[src/pkg/hwwdt_pkg.sv]
/*
 Shared constants for the hardware watchdog: register addresses, key values,
 counter widths and the reset-pulse length.
 Assumes a single 200 MHz clock domain standing in for the machine-cycle clock.
*/
`default_nettype none
package hwwdt_pkg;
  localparam logic [7:0] hwwdt_restart_addr = 8'hA6;
  localparam logic [7:0] hwwdt_period_addr = 8'hA7;
  localparam logic [7:0] hwwdt_key_first = 8'h1E;
  localparam logic [7:0] hwwdt_key_second = 8'hE1;
  localparam int hwwdt_base_bits = 14;
  localparam int hwwdt_ext_bits = 7;
  localparam int hwwdt_sel_bits = 3;
  localparam logic [hwwdt_base_bits-1:0] hwwdt_base_terminal = 14'h3FFF;
  localparam logic [hwwdt_sel_bits-1:0] hwwdt_sel_reset = 3'h0;
  localparam logic [hwwdt_ext_bits-1:0] hwwdt_ext_zero = 7'h00;
  // reset pulse length in oscillator periods, one oscillator period per clock here
  localparam int hwwdt_pulse_periods = 96;
  localparam logic [6:0] hwwdt_pulse_last = 7'(hwwdt_pulse_periods - 1);
  typedef enum logic [1:0] {
    hwwdt_off = 2'h0,
    hwwdt_run = 2'h1,
    hwwdt_fire = 2'h3
  } hwwdt_state_t;
endpackage : hwwdt_pkg
`default_nettype wire

[src/pkg/hwwdt_key_if.sv]
/*
 Carrier between the watchdog core and its key-sequence checker.
 Assumes both ends sit on the same clock.
*/
`default_nettype none
interface hwwdt_key_if;
  logic wr_en;
  logic [7:0] wr_data;
  logic key_ok;
  modport checker_end (input wr_en, input wr_data, output key_ok);
  modport core_end (output wr_en, output wr_data, input key_ok);
endinterface : hwwdt_key_if
`default_nettype wire

[src/logic/hwwdt_key_check.sv]
/*
 Key-sequence checker: pulses key_ok for one cycle when a second-key write
 directly follows a first-key write to the restart register.
 Assumes writes arrive as one-cycle strobes, synchronous to clk.
*/
`default_nettype none
module hwwdt_key_check (
  input wire logic clk,
  input wire logic rst_n,
  hwwdt_key_if.checker_end kif
);
  logic armed_ff;
  logic key_ok_ff;

  always_ff @(posedge clk or negedge rst_n) begin
    if (!rst_n) begin
      armed_ff <= 1'b0;
    end else if (kif.wr_en) begin
      armed_ff <= (kif.wr_data == hwwdt_pkg::hwwdt_key_first);
    end
  end

  always_ff @(posedge clk or negedge rst_n) begin
    if (!rst_n) begin
      key_ok_ff <= 1'b0;
    end else begin
      key_ok_ff <= kif.wr_en && armed_ff && (kif.wr_data == hwwdt_pkg::hwwdt_key_second);
    end
  end

  assign kif.key_ok = key_ok_ff;
endmodule // hwwdt_key_check
`default_nettype wire

[src/logic/hwwdt_top.sv]
/*
 Hardware watchdog: key-enabled 14-bit counter with a 7-bit extension,
 period-select register and a fixed-length reset pulse output.
 Holds the reset synchroniser, register decode, key-pair checker instance,
 timeout compare, state machine, counters and the special-register read mux.
 Assumes a synchronous special-register write/read port and that clk runs
 only while the oscillator runs; int_hold is high while an external interrupt
 pin is held low during power-down exit. The reset pulse is only driven out;
 resetting the rest of the system is left to the surroundings, and
 the block itself simply returns to off after the pulse.
*/
`default_nettype none
// Functional notes
// - off after reset; enabled only by writing 1E then E1 to restart register.
// - active counter advances by one each machine cycle while clock runs.
// - once active, software cannot stop it; only reset or overflow does.
// - software restarts count by writing the key pair; device restarts count.
// - base counter is 14 bits, terminal count 16383.
// - overflow drives high reset pulse of 96 oscillator periods.
// - restart register is write-only; reads show nothing of watchdog state.
// - counter cannot be read or loaded by software.
// - seven-bit prescaler extends timeout, selected by period register.
// - select bits choose 2^14-1 up to 2^21-1 cycles, one power per step.
// - select bits reset to zero; upper bits undefined after reset.
// - after power-down exit by interrupt, counting waits while pin is low.
module hwwdt_top (
  input wire logic clk,
  input wire logic rst_n,
  input wire logic reg_wr,
  input wire logic reg_rd,
  input wire logic [7:0] reg_addr,
  input wire logic [7:0] reg_wdata,
  output logic [7:0] reg_rdata_ff,
  input wire logic int_hold,
  output logic wdt_rst_out_ff,
  output logic wdt_active_ff
);
  logic rst_sync1_ff;
  logic rst_sync2_ff;
  logic srst_n;
  logic restart_wr;
  logic period_wr;
  logic period_rd;

  // one strobe qualified by one special-register address
  function automatic logic reg_hit(
    input logic strobe,
    input logic [7:0] addr,
    input logic [7:0] target
  );
    return strobe && (addr == target);
  endfunction

  assign restart_wr = reg_hit(reg_wr, reg_addr, hwwdt_pkg::hwwdt_restart_addr);
  assign period_wr = reg_hit(reg_wr, reg_addr, hwwdt_pkg::hwwdt_period_addr);
  assign period_rd = reg_hit(reg_rd, reg_addr, hwwdt_pkg::hwwdt_period_addr);

  always_ff @(posedge clk or negedge rst_n) begin
    if (!rst_n) begin
      rst_sync1_ff <= 1'b0;
      rst_sync2_ff <= 1'b0;
    end else begin
      rst_sync1_ff <= 1'b1;
      rst_sync2_ff <= rst_sync1_ff;
    end
  end
  assign srst_n = rst_sync2_ff;

  hwwdt_key_if kif ();
  assign kif.wr_en = restart_wr;
  assign kif.wr_data = reg_wdata;

  // key pair checker sees restart-register writes only
  hwwdt_key_check u_key (
    .clk(clk),
    .rst_n(srst_n),
    .kif(kif)
  );

  hwwdt_pkg::hwwdt_state_t state_ff;
  hwwdt_pkg::hwwdt_state_t nxt_state;
  logic [hwwdt_pkg::hwwdt_base_bits-1:0] base_ff;
  logic [hwwdt_pkg::hwwdt_ext_bits-1:0] ext_ff;
  logic [hwwdt_pkg::hwwdt_sel_bits-1:0] sel_ff;
  logic [4:0] upper_ff;
  logic [6:0] pulse_ff;
  logic expire;
  logic base_full;
  logic count_clear;
  logic count_step;

  // extension bits that must be all ones for the selected timeout
  function automatic logic [hwwdt_pkg::hwwdt_ext_bits-1:0] ext_mask(
    input logic [hwwdt_pkg::hwwdt_sel_bits-1:0] sel
  );
    logic [hwwdt_pkg::hwwdt_ext_bits:0] ones;
    ones = (8'h01 << sel) - 8'h01;
    return ones[hwwdt_pkg::hwwdt_ext_bits-1:0];
  endfunction

  assign base_full = (base_ff == hwwdt_pkg::hwwdt_base_terminal);
  // expire when total count reaches 2^(14+sel)-1
  assign expire = base_full
    && ((ext_ff & ext_mask(sel_ff)) == ext_mask(sel_ff));

  // a key pair, or any state but run, zeroes the whole count
  assign count_clear = kif.key_ok || (state_ff != hwwdt_pkg::hwwdt_run);
  // counting freezes while the interrupt pin holds the power-down exit
  assign count_step = !int_hold && !expire;

  always_comb begin
    nxt_state = state_ff;
    case (state_ff)
      hwwdt_pkg::hwwdt_off: begin
        if (kif.key_ok) begin
          nxt_state = hwwdt_pkg::hwwdt_run;
        end
      end
      hwwdt_pkg::hwwdt_run: begin
        if (expire && !kif.key_ok && !int_hold) begin
          nxt_state = hwwdt_pkg::hwwdt_fire;
        end
      end
      hwwdt_pkg::hwwdt_fire: begin
        if (pulse_ff == hwwdt_pkg::hwwdt_pulse_last) begin
          nxt_state = hwwdt_pkg::hwwdt_off;
        end
      end
      default: nxt_state = hwwdt_pkg::hwwdt_off;
    endcase
  end

  // state register; any reset lands in off
  always_ff @(posedge clk or negedge srst_n) begin
    if (!srst_n) begin
      state_ff <= hwwdt_pkg::hwwdt_off;
    end else begin
      state_ff <= nxt_state;
    end
  end

  // base counter: no software load or read path exists
  always_ff @(posedge clk or negedge srst_n) begin
    if (!srst_n) begin
      base_ff <= '0;
    end else if (count_clear) begin
      base_ff <= '0;
    end else if (count_step) begin
      base_ff <= base_ff + 1'b1;
    end
  end

  // prescaler extension steps when the base counter wraps
  always_ff @(posedge clk or negedge srst_n) begin
    if (!srst_n) begin
      ext_ff <= hwwdt_pkg::hwwdt_ext_zero;
    end else if (count_clear) begin
      ext_ff <= hwwdt_pkg::hwwdt_ext_zero;
    end else if (count_step && base_full) begin
      ext_ff <= ext_ff + 1'b1;
    end
  end

  // pulse length, one oscillator period per clock
  always_ff @(posedge clk or negedge srst_n) begin
    if (!srst_n) begin
      pulse_ff <= '0;
    end else if (state_ff == hwwdt_pkg::hwwdt_fire) begin
      pulse_ff <= pulse_ff + 1'b1;
    end else begin
      pulse_ff <= '0;
    end
  end

  // reset pulse taken from the next state so it leaves a flop
  always_ff @(posedge clk or negedge srst_n) begin
    if (!srst_n) begin
      wdt_rst_out_ff <= 1'b0;
    end else begin
      wdt_rst_out_ff <= (nxt_state == hwwdt_pkg::hwwdt_fire);
    end
  end

  // status: high while counting is enabled
  always_ff @(posedge clk or negedge srst_n) begin
    if (!srst_n) begin
      wdt_active_ff <= 1'b0;
    end else begin
      wdt_active_ff <= (nxt_state == hwwdt_pkg::hwwdt_run);
    end
  end

  // period-select register: upper bits hold whatever was written
  always_ff @(posedge clk or negedge srst_n) begin
    if (!srst_n) begin
      sel_ff <= hwwdt_pkg::hwwdt_sel_reset;
    end else if (period_wr) begin
      sel_ff <= reg_wdata[hwwdt_pkg::hwwdt_sel_bits-1:0];
    end
  end

  // upper bits carry no reset value
  always_ff @(posedge clk) begin
    if (period_wr) begin
      upper_ff <= reg_wdata[7:hwwdt_pkg::hwwdt_sel_bits];
    end
  end

  // read mux: restart register and unknown addresses read as zero
  always_ff @(posedge clk or negedge srst_n) begin
    if (!srst_n) begin
      reg_rdata_ff <= '0;
    end else if (period_rd) begin
      reg_rdata_ff <= {upper_ff, sel_ff};
    end else begin
      reg_rdata_ff <= '0;
    end
  end
endmodule // hwwdt_top
`default_nettype wire

[config.mk]
export PLATFORM = sky130hd
export DESIGN_NAME = hwwdt_top
export DESIGN_NICKNAME = d
export VERILOG_FILES = /design/src/pkg/hwwdt_pkg.sv /design/src/pkg/hwwdt_key_if.sv /design/src/logic/hwwdt_key_check.sv /design/src/logic/hwwdt_top.sv
export SDC_FILE = /design/constraint.sdc
export NUM_CORES = 1
export LEC_CHECK = 0
export ABC_AREA = 1
export BUFFER_PORTS_ARGS = -buffer_cell sky130_fd_sc_hd__buf_2
export CAP_MARGIN = 25
export CORE_MARGIN = 4
export CORE_UTILIZATION = 48
export DETAILED_ROUTE_END_ITERATION = 8
export PLACE_DENSITY_LB_ADDON = 0.08
export SYNTH_ARGS = -nofsm -noshare
export SYNTH_HDL_FRONTEND = slang
export SYNTH_HIERARCHICAL = 1
export SYNTH_SLANG_ARGS = --single-unit
[constraint.sdc]
create_clock -name clk -period 3.2 [get_ports clk]
set_clock_uncertainty 0.1 [all_clocks]
set_input_delay 0.32 -clock clk [delete_from_list [all_inputs] [get_ports clk]]
set_output_delay 0.32 -clock clk [all_outputs]
set_load 0.01 [all_outputs]
==> results.yml <==
status:
  status: "completed"
global_route:
  grt_max_degree: 46
  grt-ovfl-total: 0
  grt_pass1_vias: 2089
  grt_pass1_wl_um: 9400
  track_usage_pct: 16.4
  antenna_found_initial: 0
floorplanning:
  start_util_pct: 50.0
  die_w_um: 83.9
  dieArea_um2: 7050
  rows: 27
  num_io_pins: 31
  die_h_um: 83.9
  coreArea_um2: 5540
setup_path:
  path_buf_inv: 1
  arrival_ns: 2.09
  endpoint_kind: "flop"
  crit_type: "flop to flop"
  crit_required_ns: 3.35
  critPathMaxStageDelay_ns: 0.42
  start_kind: "flop"
  path_max_fanout: 15
  slowest_stage: "dfrtp_1"
  crit_chain: "ha_1, nand2_2, nor2_4, nand2_4, nor2_4, inv_2, nor2_4, nand2_4, nand2_4, nand3_1, nand2_1"
  critPathTopFamily: "simple AND/OR/NAND/NOR gates"
  r2r_slack_ns: 1.26
logic_synthesis:
  synth_flop_cell: "dfrtp_1"
  yosys_warnings: 6
  synthCells: 340
  synth_edf_count: 5
  synth_cell_types: 31
  ys_async_sr_fraction_pct: 90.4
  synth_common_cells: "82 x nand2_1, 49 x nor2_1, 47 x dfrtp_1"
  synth_xor_area_share_pct: 4.11
  netlist_area_um2: 2770
  post-synth-top-count-cell: "nand2_1"
  synth_top_cell_area_share_pct: 42.5
  yosysSeqAreaShare_pct: 47.9
  muxShareOfSynthArea_pct: 0
  synth_nets: 364
  yosys_register_bits: 52
  syn_avg_cell_area_um2: 8.14
  synth_top_family_by_area: "simple AND/OR/NAND/NOR gates"
  synth_area_leaders: "dfrtp_1 42%, nand2_1 11%, nor2_1 6.6%"
  synth_compound_area_share_pct: 3.21
  synthSimpleGateAreaFrac_pct: 34.6
  synth_top_area_cell: "dfrtp_1"
  synth_fa_ha_area_share_pct: 1.36
cells_and_area:
  multi_input_area_um2: 1200
  final_area_um2: 3110
  final_nets: 397
  num_antenna_cells: 0
  n_fill_cell: 535
  seqCellArea_um2: 1330
  drive_above_1_share_pct: 15.0
  instances_no_fill: 446
  syn_to_final_growth_pct: 12.3
cts:
  clk_latency_ns: 0.31
  numCtsBuffers: 5
  cts_tree: "yes"
  root_buffer: "clkbuf_8"
  cts.path.max_buffers: 2
  clk_pin_slew_ns: 0.10
  clock-sinks: 52
  h-tree-depth: 2
  post_cts_buffers: 0
power:
  leakagePower_nw: 1.63
  power.density_nw_per_um2: 408
  irDropWorstVdd_mv: 0.221
route:
  drt_pass1_iterations: 4
  drc_errors: 0
  antenna_left: 0
  viasPerCell: 4.93
  top_layer: "met4"
  wl_um: 5330
  drt_first_iter_violations: 139
  routedLengthMet1_um: 2550
  vias: 2199
  wl_met2_um: 2470
  wl_met3_um: 223
  wl_per_cell_um: 12.0
sta:
  relSlewSlack_pct: 56.1
  layout_setup_ws_ns: 1.26
  rsz0062_at_grt: "no"
  tns_ns: 0
  worst_slew_pin_slew_ns: 0.656
  fin_crit_ns: 1.94
  finalCritPeriodShare_pct: 60.7
  fmax_ghz: 0.515
  whs_ns: 0.0270
  setup_viol: 0
  drv_slew: 0
  final_hold_viol_count: 0
placed_design:
  gp_congestion: 0.885
  post-place-cells: 436
  dp_slack_ns: 1.26
  io_buffers: 30
  place_area_um2: 2940
  post-dp-hpwl_um: 3780
job:
  maxCapViolations: 0
worst_hold_path:
  min_path_type: "flop to asynchronous set/reset pin"
==> kinds of logic (layout without fill, tap and decap cells) <==
kind of cell | Yosys count | count (layout)
DFF | 52 | 52
adders and majority gates | 3 | 3
other | 1 | 1
xor gates and xnor gates | 13 | 13
buffers and inverters | 51 | 85
AOI/OAI and AO/OA | 16 | 16
and+or+nand+nor | 204 | 204
==> routing by layer <==
layer / global-route usage, % / vias to the layer above
li1: - / 1156
met1: 22.3 / 993
met5: 0 / -
met4: 6.43 / 0
met2: 25.8 / 42
met3: 3.06 / 8
==> through the flow <==
stage               power (mW)  utilization, %
finish                    1.27            56.1
global route              1.32            56.1
CTS                       1.28            55.8
detailed placement       0.738            53.1
global placement         0.736            53.1
floorplan                0.717               -
==> registers in the layout, indices dropped and copies added, names as in the netlist <==
name / cells
state_ff: 2
rst_sync1_ff: 1
wdt_rst_out_ff: 1
base_ff: 14
rst_sync2_ff: 1
u_key/armed_ff: 1
u_key/kif.key_ok: 1
upper_ff: 5
wdt_active_ff: 1
sel_ff: 3
reg_rdata_ff: 8
ext_ff: 7
pulse_ff: 7
==> layout by cell type, fill, tap and decap left out <==
| master | n |
|---|---|
| nor3b_1 | 2 |
| inv_2 | 3 |
| xor2_1 | 9 |
| nor3_1 | 6 |
| and3_1 | 1 |
| bufinv_16 | 2 |
| dfrtp_1 | 46 |
| o22ai_1 | 1 |
| nor3_4 | 1 |
| nand2_1 | 82 |
| conb_1 | 1 |
| dlygate4sd3_1 | 1 |
| edfxtp_1 | 5 |
| buf_4 | 1 |
| clkbuf_8 | 5 |
| dfrtp_2 | 1 |
| a21oi_1 | 5 |
| nor3_2 | 1 |
| nand3_1 | 33 |
| xnor2_1 | 4 |
| nand4_1 | 18 |
| o21ai_0 | 6 |
| nor4b_1 | 1 |
| nor2_4 | 4 |
| buf_12 | 1 |
| o21bai_1 | 3 |
| nand2_2 | 2 |
| nand2_4 | 3 |
| o21ai_1 | 1 |
| ha_1 | 3 |
| nand3_2 | 1 |
| inv_6 | 1 |
| inv_1 | 41 |
| buf_2 | 30 |
| nor2_1 | 49 |
==> area by class of cell <==
cell class / instances / share of cell area, %
timing repair buffer: 33 / 6.04
multi-input combinational: 237 / 38.6
sequential: 52 / 42.7
clock buffer: 5 / 2.21
clock inverter: 3 / 2.21
tap: 72 / 2.90
inverter: 44 / 5.31
==> report_power, final <==
| part | internal [mW] | switching [mW] | total, mW | leakage (nW) |
|---|---|---|---|---|
| clock | 0.315 | 0.225 | 0.539 | 0.0687 |
| sequential | 0.670 | 0.00592 | 0.676 | 0.682 |
| combinational | 0.0185 | 0.0334 | 0.0519 | 0.875 |
==> final timing paths <==
check | startpoint | to | depth (start not counted)
setup / recovery | base_ff[0]$_DFFE_PN0P_ | base_ff[6]$_DFFE_PN0P_ | 11
hold / removal | rst_sync2_ff$_DFF_PN0_ | base_ff[6]$_DFFE_PN0P_ | 0
setup reg to reg | base_ff[0]$_DFFE_PN0P_ | base_ff[6]$_DFFE_PN0P_ | 11
hold reg to reg | rst_sync2_ff$_DFF_PN0_ | base_ff[6]$_DFFE_PN0P_ | 0
max in group asynchronous | rst_sync2_ff$_DFF_PN0_ | base_ff[11]$_DFFE_PN0P_ | 1
min in group clk | reg_wdata[4] | upper_ff[1]$_DFFE_PP_ | 1
==> what timing repair did <==
item,4_1_cts,5_1_grt
resized for setup,0,0
hold endpoints to repair,2,0
hold buffers,1,0
(Power assumes the default switching activity.)
